--- src/hw/phase_power_state_defines.vh ---
// constants for the phase and power-state control block
`ifndef PHASE_POWER_STATE_DEFINES_VH
`define PHASE_POWER_STATE_DEFINES_VH
// wishbone register byte offsets
`define REG_CONTROL 4'h0
`define REG_CORE_STATUS 4'h4
`define REG_AUX_STATUS 4'h8
`define REG_STRAP_A 4'hC
// control register field positions
`define CTRL_CORE_SEL_BIT 0
`define CTRL_AUX_SEL_BIT 1
`define CTRL_PS0_N_BIT 2
`define CTRL_PS1_N_BIT 3
`define CTRL_CORE_TRANS_BIT 4
`define CTRL_AUX_TRANS_BIT 5
// control reset value: both selectors clear, both power-save bits high
`define CTRL_RESET 8'h0C
// phase configuration
`define CORE_MAX_PHASES 3'h4
`define AUX_MAX_PHASES 2'h2
// strap field widths
`define STRAP_WIDTH 8
`define STRAP_B_WIDTH 10
`endif

--- src/hw/phase_count_latch.v ---
// core rail phase count detection and latch
`timescale 1ns/10ps
module phase_count_latch (
    input wire clk_i,
    input wire rst_i,
    input wire enable_rise_i,
    input wire por_done_i,
    input wire phase2_sense_neg_i,
    input wire phase3_sense_neg_i,
    input wire phase4_sense_neg_i,
    output reg [2:0] phase_count_o,
    output reg locked_o
);
`include "phase_power_state_defines.vh"
    // sense inputs are comparator outputs: high means above supply minus 0.5 V
    always @(posedge clk_i) begin
        if (rst_i) begin
            phase_count_o <= `CORE_MAX_PHASES;
            locked_o <= 1'b0;
        end else if (!locked_o) begin
            if (enable_rise_i) begin
                // lowest strapped phase wins: phase 2 tie forces single phase
                if (phase2_sense_neg_i)
                    phase_count_o <= 3'h1;
                else if (phase3_sense_neg_i)
                    phase_count_o <= 3'h2;
                else if (phase4_sense_neg_i)
                    phase_count_o <= 3'h3;
                else
                    phase_count_o <= `CORE_MAX_PHASES;
            end
            if (por_done_i)
                locked_o <= 1'b1;
        end
    end
endmodule

--- src/hw/strap_capture.v ---
// one-shot capture of the configuration straps
`timescale 1ns/10ps
module strap_capture (
    input wire clk_i,
    input wire rst_i,
    input wire enable_rise_i,
    input wire adc_valid_i,
    input wire [7:0] strap_a_code_i,
    input wire [7:0] strap_b_code_i,
    input wire [7:0] gain_strap_code_i,
    output reg [7:0] strap_a_o,
    output reg [7:0] strap_b_o,
    output reg [7:0] gain_strap_o,
    output reg straps_done_o,
    output reg gain_done_o
);
    // straps a and b decode once; the bias current then corrupts the pin voltage
    always @(posedge clk_i) begin
        if (rst_i) begin
            strap_a_o <= 8'h00;
            strap_b_o <= 8'h00;
            straps_done_o <= 1'b0;
        end else if (adc_valid_i && !straps_done_o) begin
            strap_a_o <= strap_a_code_i;
            strap_b_o <= strap_b_code_i;
            straps_done_o <= 1'b1;
        end
    end
    // gain strap sampled at enable rise, then the pin becomes the reference output
    always @(posedge clk_i) begin
        if (rst_i) begin
            gain_strap_o <= 8'h00;
            gain_done_o <= 1'b0;
        end else if (enable_rise_i && !gain_done_o) begin
            gain_strap_o <= gain_strap_code_i;
            gain_done_o <= 1'b1;
        end
    end
endmodule

--- src/hw/phase_power_state_control.v ---
// power-state decode, phase control and register slave for the two-rail regulator
//
// Register access over Wishbone and the address map were decided locally.
`timescale 1ns/10ps
module phase_power_state_control #(
    parameter AUX_PHASES = 2
) (
    input wire clk_i,
    input wire rst_i,
    input wire enable_i,
    input wire por_done_i,
    input wire phase2_sense_neg_i,
    input wire phase3_sense_neg_i,
    input wire phase4_sense_neg_i,
    input wire adc_valid_i,
    input wire [7:0] config_strap_a_i,
    input wire [7:0] config_strap_b_i,
    input wire [7:0] ref_out_gain_strap_i,
    input wire cmd_valid_i,
    input wire cmd_core_sel_i,
    input wire cmd_aux_sel_i,
    input wire power_save_bit0_n_i,
    input wire power_save_bit1_n_i,
    input wire core_transition_i,
    input wire aux_transition_i,
    input wire [31:0] adr_i,
    input wire [31:0] dat_i,
    input wire [3:0] sel_i,
    input wire we_i,
    input wire cyc_i,
    input wire stb_i,
    output reg [31:0] dat_o,
    output reg ack_o,
    output reg [2:0] core_phases_o,
    output reg core_diode_emulation_o,
    output reg [1:0] aux_phases_o,
    output reg aux_diode_emulation_o,
    output wire strap_bias_en_o,
    output wire ref_out_en_o,
    output wire [1:0] current_limit_threshold_o,
    output wire [1:0] dynamic_vid_comp_o,
    output wire [1:0] core_ramp_amplitude_o,
    output wire [1:0] aux_ramp_amplitude_o,
    output wire [1:0] current_limit_trigger_delay_o,
    output wire ext_offset_en_o,
    output wire [1:0] core_quick_response_thresh_o,
    output wire [1:0] aux_quick_response_thresh_o,
    output wire [7:0] current_gain_ratio_o
);
`include "phase_power_state_defines.vh"

    // power-save mode codes, one-hot
    localparam MODE_FULL = 3'b001;
    localparam MODE_SHED = 3'b010;
    localparam MODE_DIODE = 3'b100;

    reg enable_q;
    reg [7:0] control;
    reg [2:0] core_mode;
    reg [2:0] aux_mode;
    reg [2:0] next_core_phases;
    reg next_core_diode;
    reg [1:0] next_aux_phases;
    reg next_aux_diode;
    reg [31:0] next_dat;
    wire enable_rise;
    wire [2:0] full_core;
    wire phase_locked;
    wire [7:0] strap_a;
    wire [7:0] strap_b;
    wire straps_done;
    wire gain_done;
    wire bus_req;
    wire adr_hit;
    wire sw_cmd;
    wire cmd_take;
    wire take_core_sel;
    wire take_aux_sel;
    wire take_ps0_n;
    wire take_ps1_n;
    wire [1:0] full_aux;

    // map power-save bit pair to a mode code; bit0 high means full power
    function [2:0] decode_mode;
        input ps0_n;
        input ps1_n;
        begin
            if (ps0_n)
                decode_mode = MODE_FULL;
            else if (ps1_n)
                decode_mode = MODE_SHED;
            else
                decode_mode = MODE_DIODE;
        end
    endfunction

    assign full_aux = (AUX_PHASES >= 2) ? `AUX_MAX_PHASES : 2'h1;
    assign enable_rise = enable_i & ~enable_q;

    // enable edge detector; enable is taken as synchronous
    always @(posedge clk_i) begin
        if (rst_i)
            enable_q <= 1'b0;
        else
            enable_q <= enable_i;
    end

    phase_count_latch u_phase (
        .clk_i(clk_i),
        .rst_i(rst_i),
        .enable_rise_i(enable_rise),
        .por_done_i(por_done_i),
        .phase2_sense_neg_i(phase2_sense_neg_i),
        .phase3_sense_neg_i(phase3_sense_neg_i),
        .phase4_sense_neg_i(phase4_sense_neg_i),
        .phase_count_o(full_core),
        .locked_o(phase_locked)
    );

    strap_capture u_strap (
        .clk_i(clk_i),
        .rst_i(rst_i),
        .enable_rise_i(enable_rise),
        .adc_valid_i(adc_valid_i),
        .strap_a_code_i(config_strap_a_i),
        .strap_b_code_i(config_strap_b_i),
        .gain_strap_code_i(ref_out_gain_strap_i),
        .strap_a_o(strap_a),
        .strap_b_o(strap_b),
        .gain_strap_o(current_gain_ratio_o),
        .straps_done_o(straps_done),
        .gain_done_o(gain_done)
    );

    assign strap_bias_en_o = straps_done;
    assign ref_out_en_o = gain_done;

    // strap a: threshold [7:6], comp bit1 [5], core ramp [4:3], aux ramp [2:1]
    assign current_limit_threshold_o = strap_a[7:6];
    assign core_ramp_amplitude_o = strap_a[4:3];
    assign aux_ramp_amplitude_o = strap_a[2:1];
    // strap b: delay [7:6], comp bit0 [5], offset enable [4], thresholds [3:0]
    assign current_limit_trigger_delay_o = strap_b[7:6];
    assign dynamic_vid_comp_o = {strap_a[5], strap_b[5]};
    assign ext_offset_en_o = strap_b[4];
    assign core_quick_response_thresh_o = strap_b[3:2];
    assign aux_quick_response_thresh_o = strap_b[1:0];

    // wishbone classic slave, one registered ack per request, one wait state
    assign bus_req = cyc_i & stb_i & ~ack_o;
    // full decode so that higher addresses do not alias onto the four registers
    assign adr_hit = (adr_i[31:4] == 28'h0000000);
    // any write to control with byte lane 0 enabled issues a software command; the select bits pick which rails move
    assign sw_cmd = bus_req & we_i & sel_i[0] & adr_hit & (adr_i[3:0] == `REG_CONTROL);
    // link command has priority; software command reuses the same path
    assign cmd_take = cmd_valid_i | sw_cmd;
    assign take_core_sel = cmd_valid_i ? cmd_core_sel_i : dat_i[`CTRL_CORE_SEL_BIT];
    assign take_aux_sel = cmd_valid_i ? cmd_aux_sel_i : dat_i[`CTRL_AUX_SEL_BIT];
    assign take_ps0_n = cmd_valid_i ? power_save_bit0_n_i : dat_i[`CTRL_PS0_N_BIT];
    assign take_ps1_n = cmd_valid_i ? power_save_bit1_n_i : dat_i[`CTRL_PS1_N_BIT];

    // commanded mode per rail; only a selected rail moves
    always @(posedge clk_i) begin
        if (rst_i) begin
            core_mode <= MODE_FULL;
            aux_mode <= MODE_FULL;
        end else if (cmd_take) begin
            if (take_core_sel)
                core_mode <= decode_mode(take_ps0_n, take_ps1_n);
            if (take_aux_sel)
                aux_mode <= decode_mode(take_ps0_n, take_ps1_n);
        end
    end

    // control register: transition override bits and last software command image
    always @(posedge clk_i) begin
        if (rst_i)
            control <= `CTRL_RESET;
        else if (sw_cmd)
            control <= dat_i[7:0];
    end

    // phase and conduction decode, with transition override
    always @* begin
        case (core_mode)
            MODE_FULL: begin
                next_core_phases = full_core;
                next_core_diode = 1'b0;
            end
            MODE_SHED: begin
                next_core_phases = (full_core > 3'h1) ? full_core - 3'h1 : 3'h1;
                next_core_diode = 1'b0;
            end
            MODE_DIODE: begin
                next_core_phases = 3'h1;
                next_core_diode = 1'b1;
            end
            default: begin
                next_core_phases = full_core;
                next_core_diode = 1'b0;
            end
        endcase
        case (aux_mode)
            MODE_FULL: begin
                next_aux_phases = full_aux;
                next_aux_diode = 1'b0;
            end
            MODE_SHED: begin
                next_aux_phases = 2'h1;
                next_aux_diode = 1'b0;
            end
            MODE_DIODE: begin
                next_aux_phases = 2'h1;
                next_aux_diode = 1'b1;
            end
            default: begin
                next_aux_phases = full_aux;
                next_aux_diode = 1'b0;
            end
        endcase
        // during a target change the rail runs full and continuous
        if (core_transition_i | control[`CTRL_CORE_TRANS_BIT]) begin
            next_core_phases = full_core;
            next_core_diode = 1'b0;
        end
        if (aux_transition_i | control[`CTRL_AUX_TRANS_BIT]) begin
            next_aux_phases = full_aux;
            next_aux_diode = 1'b0;
        end
    end

    // registered rail outputs; one cycle behind the mode state
    always @(posedge clk_i) begin
        if (rst_i) begin
            core_phases_o <= `CORE_MAX_PHASES;
            core_diode_emulation_o <= 1'b0;
            aux_phases_o <= full_aux;
            aux_diode_emulation_o <= 1'b0;
        end else begin
            core_phases_o <= next_core_phases;
            core_diode_emulation_o <= next_core_diode;
            aux_phases_o <= next_aux_phases;
            aux_diode_emulation_o <= next_aux_diode;
        end
    end

    // read mux; unmapped addresses read zero and still ack
    always @* begin
        next_dat = 32'h00000000;
        if (adr_hit) begin
            case (adr_i[3:0])
                `REG_CONTROL: next_dat = {24'h000000, control};
                `REG_CORE_STATUS: next_dat = {22'h000000, phase_locked, core_mode, core_diode_emulation_o,
                                              full_core, 2'h0};
                `REG_AUX_STATUS: next_dat = {24'h000000, aux_mode, aux_diode_emulation_o, full_aux, aux_phases_o};
                `REG_STRAP_A: next_dat = {6'h00, gain_done, straps_done, current_gain_ratio_o, strap_b, strap_a};
                default: next_dat = 32'h00000000;
            endcase
        end
    end

    // ack one cycle after request, dropped the cycle after
    always @(posedge clk_i) begin
        if (rst_i) begin
            ack_o <= 1'b0;
            dat_o <= 32'h00000000;
        end else begin
            ack_o <= bus_req;
            if (bus_req && !we_i)
                dat_o <= next_dat;
        end
    end

endmodule

--- config.mk ---
export PLATFORM = sky130hd
export DESIGN_NAME = phase_power_state_control
export DESIGN_NICKNAME = d
export VERILOG_FILES = /design/src/hw/phase_count_latch.v /design/src/hw/strap_capture.v /design/src/hw/phase_power_state_control.v
export VERILOG_INCLUDE_DIRS = /design/src /design/src/hw
export SDC_FILE = /design/constraint.sdc
export NUM_CORES = 1
export LEC_CHECK = 0
export BUFFER_PORTS_ARGS = -buffer_cell sky130_fd_sc_hd__buf_2
export CAP_MARGIN = 20
export CORE_ASPECT_RATIO = 0.75
export CORE_MARGIN = 2
export CORE_UTILIZATION = 30
export CTS_BUF_LIST = sky130_fd_sc_hd__clkbuf_8
export DETAILED_ROUTE_END_ITERATION = 10
export SETUP_SLACK_MARGIN = 0.15
export SLEW_MARGIN = 10
export SYNTH_ARGS = -nofsm -noshare
export SYNTH_HDL_FRONTEND = slang
export SYNTH_HIERARCHICAL = 1
export SYNTH_SLANG_ARGS = --single-unit
--- constraint.sdc ---
create_clock -name clk_i -period 3.1 [get_ports clk_i]
set_clock_uncertainty 0.2 [all_clocks]
set_input_delay 0 -clock clk_i [delete_from_list [all_inputs] [get_ports clk_i]]
set_output_delay 0 -clock clk_i [all_outputs]
set_load 0.03 [all_outputs]
# ---- Word level (Yosys, flattened, before mapping)
# Cells that the tools add are included.
dict set report totals {
  ff_bits 85
  out_inout_bits 65
  word_cells 72
}
dict set report op_classes {
  addsub 1
  n_lt_le_gt_ge 1
  n_eq_ne 7
  muxes 19
  n_bitwise 13
  reduce_logical 14
}
# op n
set op_table {}
lappend op_table {{$pmux W26 S4} 1}
lappend op_table {{$logic_not A28 Y1} 1}
lappend op_table {{$mux W26} 1}
lappend op_table {{$mux W3} 7}
lappend op_table {{$eq A4 B4 Y1 const B} 2}
lappend op_table {{$mux W1} 8}
lappend op_table {{$and A1 B1 Y1} 7}
lappend op_table {{$eq A3 B2 Y1 const B} 2}
lappend op_table {{$eq A3 B3 Y1 const B} 2}
lappend op_table {{$pmux W3 S2} 1}
lappend op_table {{$reduce_and A2 Y1} 3}
lappend op_table {{$reduce_or A2 Y1} 3}
lappend op_table {{$eq A4 B3 Y1 const B} 1}
lappend op_table {{$logic_not A4 Y1} 1}
lappend op_table {{$gt A3 B1 Y1 const B} 1}
lappend op_table {{$logic_and A1 B1 Y1} 3}
lappend op_table {{$logic_not A1 Y1} 3}
lappend op_table {{$not A1 Y1} 3}
lappend op_table {{$or A1 B1 Y1} 3}
lappend op_table {{$sub A3 B1 Y3 const B} 1}
lappend op_table {{$mux W2} 1}

# ---- Longest topological paths before layout
# Gate-level depths: netlist of run 1.
dict set report logic_depth {
  ltp_word 8
  depth_mapped 6
  mapped_depth_nobuf 5
}

# ---- Cells and area by module
# The synthesis of run 1 kept the hierarchy.
# module n_inst cells_per_inst area_per_inst_um2 seq_area_each_um2
set by_module_without_submodules {}
lappend by_module_without_submodules {phase_power_state_control 1 236 2294.7 980.9}
lappend by_module_without_submodules {strap_capture 1 112 1176.1 520.5}
lappend by_module_without_submodules {phase_count_latch 1 17 156.4 80.1}

# ---- Worst setup path after synthesis of run 1
# OpenSTA, ideal clock, no wires.
dict set report synth_path {
  kind {register to register}
  from {reg ack_o}
  to {reg dat_o[25]}
  setup_time_ps 60
  arrival_ps 1756
  required_time_ps 2840
  slack_ps 1084
  stages_incl_launch_ff 6
  n_path_buf 2
  period_less_slack_ps 2016
  cell_sequence {dfxtp_1 or4bb_1 clkbuf_1 nor4_4 buf_4 a22o_1}
}
dict set report synth_via {
  elab_chain_cells 3
}
# item line
set synth_rtl {}
lappend synth_rtl {{start, declared} phase_power_state_control.v:33} ;# output reg ack_o,
lappend synth_rtl {{start signal, assigned} phase_power_state_control.v:268} ;# ack_o <= bus_req;
lappend synth_rtl {{$not A1 Y1} phase_power_state_control.v:150} ;# assign bus_req = cyc_i & stb_i & ~ack_o;
lappend synth_rtl {{$and A1 B1 Y1} phase_power_state_control.v:150}
lappend synth_rtl {{$logic_and A1 B1 Y1} phase_power_state_control.v:269} ;# if (bus_req && !we_i)
lappend synth_rtl {{end signal, assigned} phase_power_state_control.v:270} ;# dat_o <= next_dat;
lappend synth_rtl {{end, declared} phase_power_state_control.v:32} ;# output reg [31:0] dat_o,
# Every way passes these cells.
# A chain may end at the register's enable or synchronous reset.

# ---- Worst setup path in the final report of run 1
dict set report layout_path {
  from {reg enable_q}
  to {reg u_phase.phase_count_o[1]}
}
dict set report layout_via {
  elab_chain_cells 3
}
# item line
set layout_rtl {}
lappend layout_rtl {{start, declared} phase_power_state_control.v:57} ;# reg enable_q;
lappend layout_rtl {{start signal, assigned} phase_power_state_control.v:105} ;# enable_q <= enable_i;
lappend layout_rtl {{$not A1 Y1} phase_power_state_control.v:98} ;# assign enable_rise = enable_i & ~enable_q;
lappend layout_rtl {{$and A1 B1 Y1} phase_power_state_control.v:98}
lappend layout_rtl {{named net enable_rise} phase_power_state_control.v:66} ;# wire enable_rise;
lappend layout_rtl {{$reduce_and A2 Y1 (no line)} --}
lappend layout_rtl {{end signal, assigned} phase_count_latch.v:18} ;# phase_count_o <= `CORE_MAX_PHASES;
lappend layout_rtl {{end signal, assigned} phase_count_latch.v:30} ;# phase_count_o <= `CORE_MAX_PHASES;
lappend layout_rtl {{end, declared} phase_count_latch.v:11} ;# output reg [2:0] phase_count_o,
# The timed path passes the listed nets, and every way through them passes these cells.

==> flow_summary.json, run 1 <==
{
  "leakage_nw": 2.31,
  "drt_wl_total_mm": 11.1,
  "final.min_clock_period_ns": 2.48,
  "routed.top_layer": "met4",
  "routabilityCongestion": 0.789,
  "grt_usage_pct": 17.1,
  "postLayoutCellArea_sq_um": 5440,
  "syn_area_sq_um": 3630,
  "ant_nets": 0,
  "fill_cells": 1153,
  "async_flop_share_pct": 0,
  "powerDensity_nw_per_um2": 414,
  "ys_seq_area_share_pct": 43.6,
  "wl_per_cell_um": 14.9,
  "overflow": 0,
  "clkTransAtPathRegs_ns": 0.08,
  "drc": 0,
  "yosys.area_share.adder_pct": 0.345,
  "num_antenna_cells": 0,
  "syn2layout_area_growth_pct": 50.1,
  "synthFlopType": "dfxtp_1",
  "violations": "negative hold slack",
  "grt_pass1_wl_mm": 17.2,
  "ys.warnings.count": 6,
  "ir_worst_vdd_v": 0.000203,
  "cts_tree": "built",
  "die_height_um": 99.2,
  "dr_wl_met2_mm": 5.00,
  "critPathMaxStageDelay_ns": 0.70,
  "cts_buffer_depth": 2,
  "hp-class": "in2reg",
  "design.core.area_sq_um": 11700,
  "slew_headroom_pct": 38.4,
  "end_kind": "flip-flop",
  "antenna_found_initial": 0,
  "final_max_slew_viol_count": 0,
  "ctsRootBufferMaster": "clkbuf_8",
  "path_cells": "nor2b_1 -> nand2b_4 -> or3_1 -> a21oi_1 -> dlygate4sd3_1",
  "syn_inst": 365,
  "rsz0062_at_grt": "false",
  "dpl.cell_count": 649,
  "cp_slowest_cell": "nor2b_1",
  "final_cell_mix": "141 x buf_2, 79 x dfxtp_1, 79 x dlygate4sd3_1",
  "synth.distinct_cells": 53,
  "critical_path_required_ns": 3.20,
  "multi_input_area_sq_um": 1890,
  "fin_total_pwr_w": 0.00226,
  "synth_edf_count": 0,
  "grt_max_degree": 56,
  "grt_pass1_vias": 3404,
  "initial_core_util_pct": 31.0,
  "ioPinCount": 175,
  "vias": 3483,
  "whs_ns": -0.00855,
  "final_common_cell": "buf_2",
  "htreeDepth": 3,
  "synthXorXnorAreaFrac_pct": 0.483,
  "min_period_over_period_pct": 80.2,
  "ctsResizeCount": 0,
  "wirelength_met1_mm": 5.27,
  "placedInstanceArea_sq_um": 4430,
  "die_w_um": 131,
  "drive_gt1_share_pct": 33.4,
  "cts_buffers": 9,
  "synth_seq_cells": 79,
  "fin_setup_tns_ns": 0,
  "drv_cap": 0,
  "fp-row-count": 34,
  "synth_top_family_by_area": "simple AND/OR/NAND/NOR gates",
  "setup_viol": 0,
  "fin_cells": 746,
  "wl_met3_um": 628,
  "synth_compound_area_share_pct": 13.0,
  "fmax_ghz": 0.402,
  "hold_viol_final": 1,
  "hpwl_mm": 7.71,
  "worst_slew_pin_slew_ns": 0.922,
  "port_buffers": 141,
  "yosys.area_share.simple_pct": 29.4,
  "dieArea_sq_um": 13000,
  "initialDrtViolationCount": 187,
  "startpoint_type": "flip-flop",
  "cts_sinks": 79,
  "first_pass_iters": 4,
  "regArea_sq_um": 1580,
  "cp_max_fo": 11,
  "worstSkewPairLatency_ns": 0.36,
  "syn_avg_cell_area_sq_um": 9.94,
  "status": "finished, violations left",
  "synthMuxAreaShare_pct": 8.18,
  "nets": 690,
  "crit_type": "reg2reg",
  "final_util_pct": 46.5,
  "cp.arrival_ns": 2.58,
  "vias_per_cell": 4.67
}
report_power, final:
part           leakage [nW]  internal [W]  switching, W  total [W]
logic                  1.56      0.000183      0.000186   0.000369
registers             0.643       0.00104     0.0000329    0.00108
clock network         0.114      0.000433      0.000375   0.000808
total                  2.31       0.00166      0.000594    0.00226
area by class of cell:
| cell class | count | share of cell area (%) |
|---|---|---|
| clock inverters | 4 | 0.804 |
| clock buffers | 12 | 3.03 |
| flip-flops and latches | 79 | 29.1 |
| multi-input cells | 257 | 34.7 |
| repair buffers | 226 | 28.3 |
| inverters | 6 | 0.414 |
| well taps | 162 | 3.72 |
state kept, by name, indices dropped and copies added (netlist names), 2 cells and up:
register	flops
aux_mode	3
aux_phases_o	2
control	8
core_mode	3
core_phases_o	3
dat_o	26
u_phase/phase_count_o	3
u_strap/gain_strap_o	8
u_strap/strap_a_o	8
u_strap/strap_b_o	8
through the flow:
step	setup slack, ns	hold slack (ns)
after floorplan	1.08	-0.131
after global placement	1.02	-0.0169
after detailed placement	0.970	-0.00309
after CTS	0.178	0.0254
after global routing	0.428	0.0319
final	0.615	-0.00855
cell families after synthesis:
kind of cell / count (synthesis)
compound gates: 65
xor+xnor: 2
fa+ha+maj: 1
flops: 79
simple gates: 159
mux: 24
buf+inv: 34
other cells: 1
synth_stat cells (all sizes together), types with 3 or more instances:
cell | count | area (sq um)
a21oi | 13 | 65.1
a22o | 16 | 140
a22oi | 3 | 22.5
buf | 14 | 103
clkbuf | 14 | 52.6
dfxtp | 79 | 1580
inv | 6 | 22.5
mux2 | 5 | 56.3
mux2i | 15 | 150
mux4 | 4 | 90.1
nand2 | 37 | 139
nand2b | 28 | 183
nand4 | 4 | 37.5
nand4bb | 24 | 270
nor2 | 23 | 86.3
nor2b | 5 | 31.3
nor3 | 4 | 31.3
nor4 | 11 | 109
o21ai | 24 | 158
o41ai | 3 | 41.3
or3 | 5 | 31.3
or4 | 5 | 37.5
layer usage:
metal / global-route usage, % / up-vias
met3: 4.90 / 16
met1: 23.3 / 1631
li1: - / 1736
met5: 0 / -
met4: 6.30 / 0
met2: 25.7 / 100
repair_timing:
action	4_1_cts	5_1_grt
hold buffers	77	3
endpoints found under the setup margin	0	1
hold endpoints to repair	55	2
buffers inserted	0	2
worst max-delay path, delay by kind of cell (launching register included):
family,cells,cell delay (ns)
AO/OA/AOI/OAI,1,0.15
buffers and inverters,1,0.56
flip-flops,1,0.30
AND/OR/NAND/NOR,3,1.21
final timing paths:
kind	startpoint	to	slack (ns)	cells past startpoint
worst max-delay path	enable_q$_SDFF_PP0_	u_phase/phase_count_o[1]$_SDFFE_PP0P_	0.62	5
worst min register to register	dat_o[5]$_SDFFE_PP0P_	dat_o[5]$_SDFFE_PP0P_	0.25	2
worst min-delay path	cmd_valid_i	aux_mode[2]$_SDFFE_PP0P_	-0.009	4
worst max register to register	enable_q$_SDFF_PP0_	u_phase/phase_count_o[1]$_SDFFE_PP0P_	0.62	5
(Power assumes the default switching activity.)
==> inputs of run 2 (changes only) <==
==> constraint.sdc (replaced) <==
create_clock -name clk_i -period 2.1 [get_ports clk_i]
set_clock_uncertainty 0.2 [all_clocks]
set_input_delay 0 -clock clk_i [delete_from_list [all_inputs] [get_ports clk_i]]
set_output_delay 0 -clock clk_i [all_outputs]
set_load 0.03 [all_outputs]
==> run 2 against run 1 <==
Net effect:
- the flow now finishes without violations
- clock power up 56%
- setup slack lost 0.39 ns
- power rose by 51%
- via count is 0.29% lower
- count of clock-buffer cells in the layout fell by 1
- routed wire length fell by 1.3%
- register-to-register slack worse by 0.39 ns
- core utilization rose by 0.17 points
- non-clock buffer count rose by 1
- critical endpoint is now dat_o[8]$_SDFFE_PP0P_
==> flow_summary.json, run 2 (same netlist as run 1, synthesis figures left out) <==
{
  "initialDrtViolationCount": 153,
  "clkTransAtPathRegs_ns": 0.07,
  "hpwl_mm": 7.87,
  "nets": 691,
  "ant_nets": 0,
  "hold_viol_final": 0,
  "final_common_cell": "buf_2",
  "cts_buffer_depth": 2,
  "status": "finished, final reports clean",
  "crit_type": "reg2reg",
  "ioPinCount": 175,
  "cts_buffers": 9,
  "r2r-start": "ack_o$_SDFF_PP0_",
  "htreeDepth": 3,
  "slew_headroom_pct": 63.6,
  "initial_core_util_pct": 31.0,
  "cp.arrival_ns": 1.95,
  "final_max_slew_viol_count": 0,
  "design.core.area_sq_um": 11700,
  "fin_setup_tns_ns": 0,
  "postLayoutCellArea_sq_um": 5460,
  "critical_path_required_ns": 2.18,
  "end_kind": "flip-flop",
  "vias_per_cell": 4.65,
  "r2r-end": "dat_o[8]$_SDFFE_PP0P_",
  "worstSkewPairLatency_ns": 0.35,
  "dieArea_sq_um": 13000,
  "powerDensity_nw_per_um2": 622,
  "port_buffers": 141,
  "grt_pass1_vias": 3511,
  "largest_reg_flops": 26,
  "placedInstanceArea_sq_um": 4500,
  "drt_wl_total_mm": 11.0,
  "antenna_found_initial": 0,
  "fmax_ghz": 0.534,
  "syn2layout_area_growth_pct": 50.6,
  "reg2regPathDepth": 3,
  "fin_total_pwr_w": 0.00340,
  "min_period_over_period_pct": 89.2,
  "drc": 0,
  "final_cell_mix": "141 x buf_2, 78 x dfxtp_1, 71 x dlygate4sd3_1",
  "hp-class": "in2reg",
  "drive_gt1_share_pct": 34.9,
  "holdPathEnd": "dat_o[1]$_SDFFE_PP0P_",
  "grt_max_degree": 66,
  "routabilityCongestion": 0.787,
  "cts_sinks": 79,
  "grt_pass1_wl_mm": 17.4,
  "ctsRootBufferMaster": "clkbuf_8",
  "die_w_um": 131,
  "grt_usage_pct": 17.1,
  "startpoint_type": "flip-flop",
  "num_antenna_cells": 0,
  "drv_cap": 0,
  "setup_viol": 0,
  "vias": 3473,
  "fp-row-count": 34,
  "leakage_nw": 2.34,
  "ir_worst_vdd_v": 0.000350,
  "overflow": 0,
  "worst_slew_pin_slew_ns": 0.547,
  "whs_path_depth": 4,
  "first_pass_iters": 4,
  "ff2ff_setup_slack_ns": 0.23,
  "die_height_um": 99.2,
  "wl_per_cell_um": 14.7,
  "cp_max_fo": 9,
  "regMostFlops": "dat_o",
  "cts_tree": "built",
  "hp-start": "stb_i",
  "final.min_clock_period_ns": 1.87,
  "rsz0062_at_grt": "false"
}
-- run 2: what timing repair did --
item	in CTS	in global routing
resized for setup	1	3
hold buffers	72	0
pin swaps	0	1
setup endpoints to repair	1	6
buffers inserted	0	1
endpoints found under the hold margin	63	0
-- run 2: layout make-up --
| cell class | instances | area, sq um |
|---|---|---|
| sequential | 79 | 1580 |
| clock inverter | 5 | 72.6 |
| clock buffer | 11 | 151 |
| fill | 1120 | 6230 |
| tap | 162 | 203 |
| inverter | 6 | 22.5 |
| timing repair buffer | 227 | 1540 |
| multi-input combinational | 257 | 1890 |
-- run 2: power breakdown --
part / switching (W) / internal (W)
registers: 0.0000411 / 0.00154
logic: 0.000281 / 0.000270
clock network: 0.000537 / 0.000725
-- run 2: worst max-delay path: stages, from the launching register on --
cell and delay, ns:
dfxtp_2 0.33, or4bb_4 0.60, or4_1 0.52, a21oi_1 0.15
-- run 2: worst max-delay path by stage --
stage                     startpoint                         to  cells after the start
floorplan           ack_o$_SDFF_PP0_      dat_o[1]$_SDFFE_PP0P_                      4
global placement    ack_o$_SDFF_PP0_     dat_o[14]$_SDFFE_PP0P_                      3
detailed placement          adr_i[0]  core_mode[0]$_SDFFE_PP1P_                      6
CTS                            rst_i  core_mode[1]$_SDFFE_PP0P_                      8
global route                adr_i[2]   aux_mode[0]$_SDFFE_PP1P_                      8
finish              ack_o$_SDFF_PP0_      dat_o[8]$_SDFFE_PP0P_                      3
-- run 2: metrics by stage --
stage,hold slack (ns),setup WS [ns],cells,util (%)
after global routing,0.0500,0.136,747,46.7
after global placement,0.00424,0.0681,657,38.4
after CTS,0.0328,0.162,746,46.6
after floorplan,-0.131,0.206,370,-
final,0.0564,0.227,747,46.7
after detailed placement,0.00796,0.0822,658,38.4
-- run 2: routing by layer --
metal  track usage [%]  vias to the layer above  routed length [um]
li1                  -                     1740                   -
met1              23.2                     1627                5200
met2              26.3                       95                5000
met3              4.68                       11                 646
met4              5.40                        0                 130
met5                 0                        -                   0
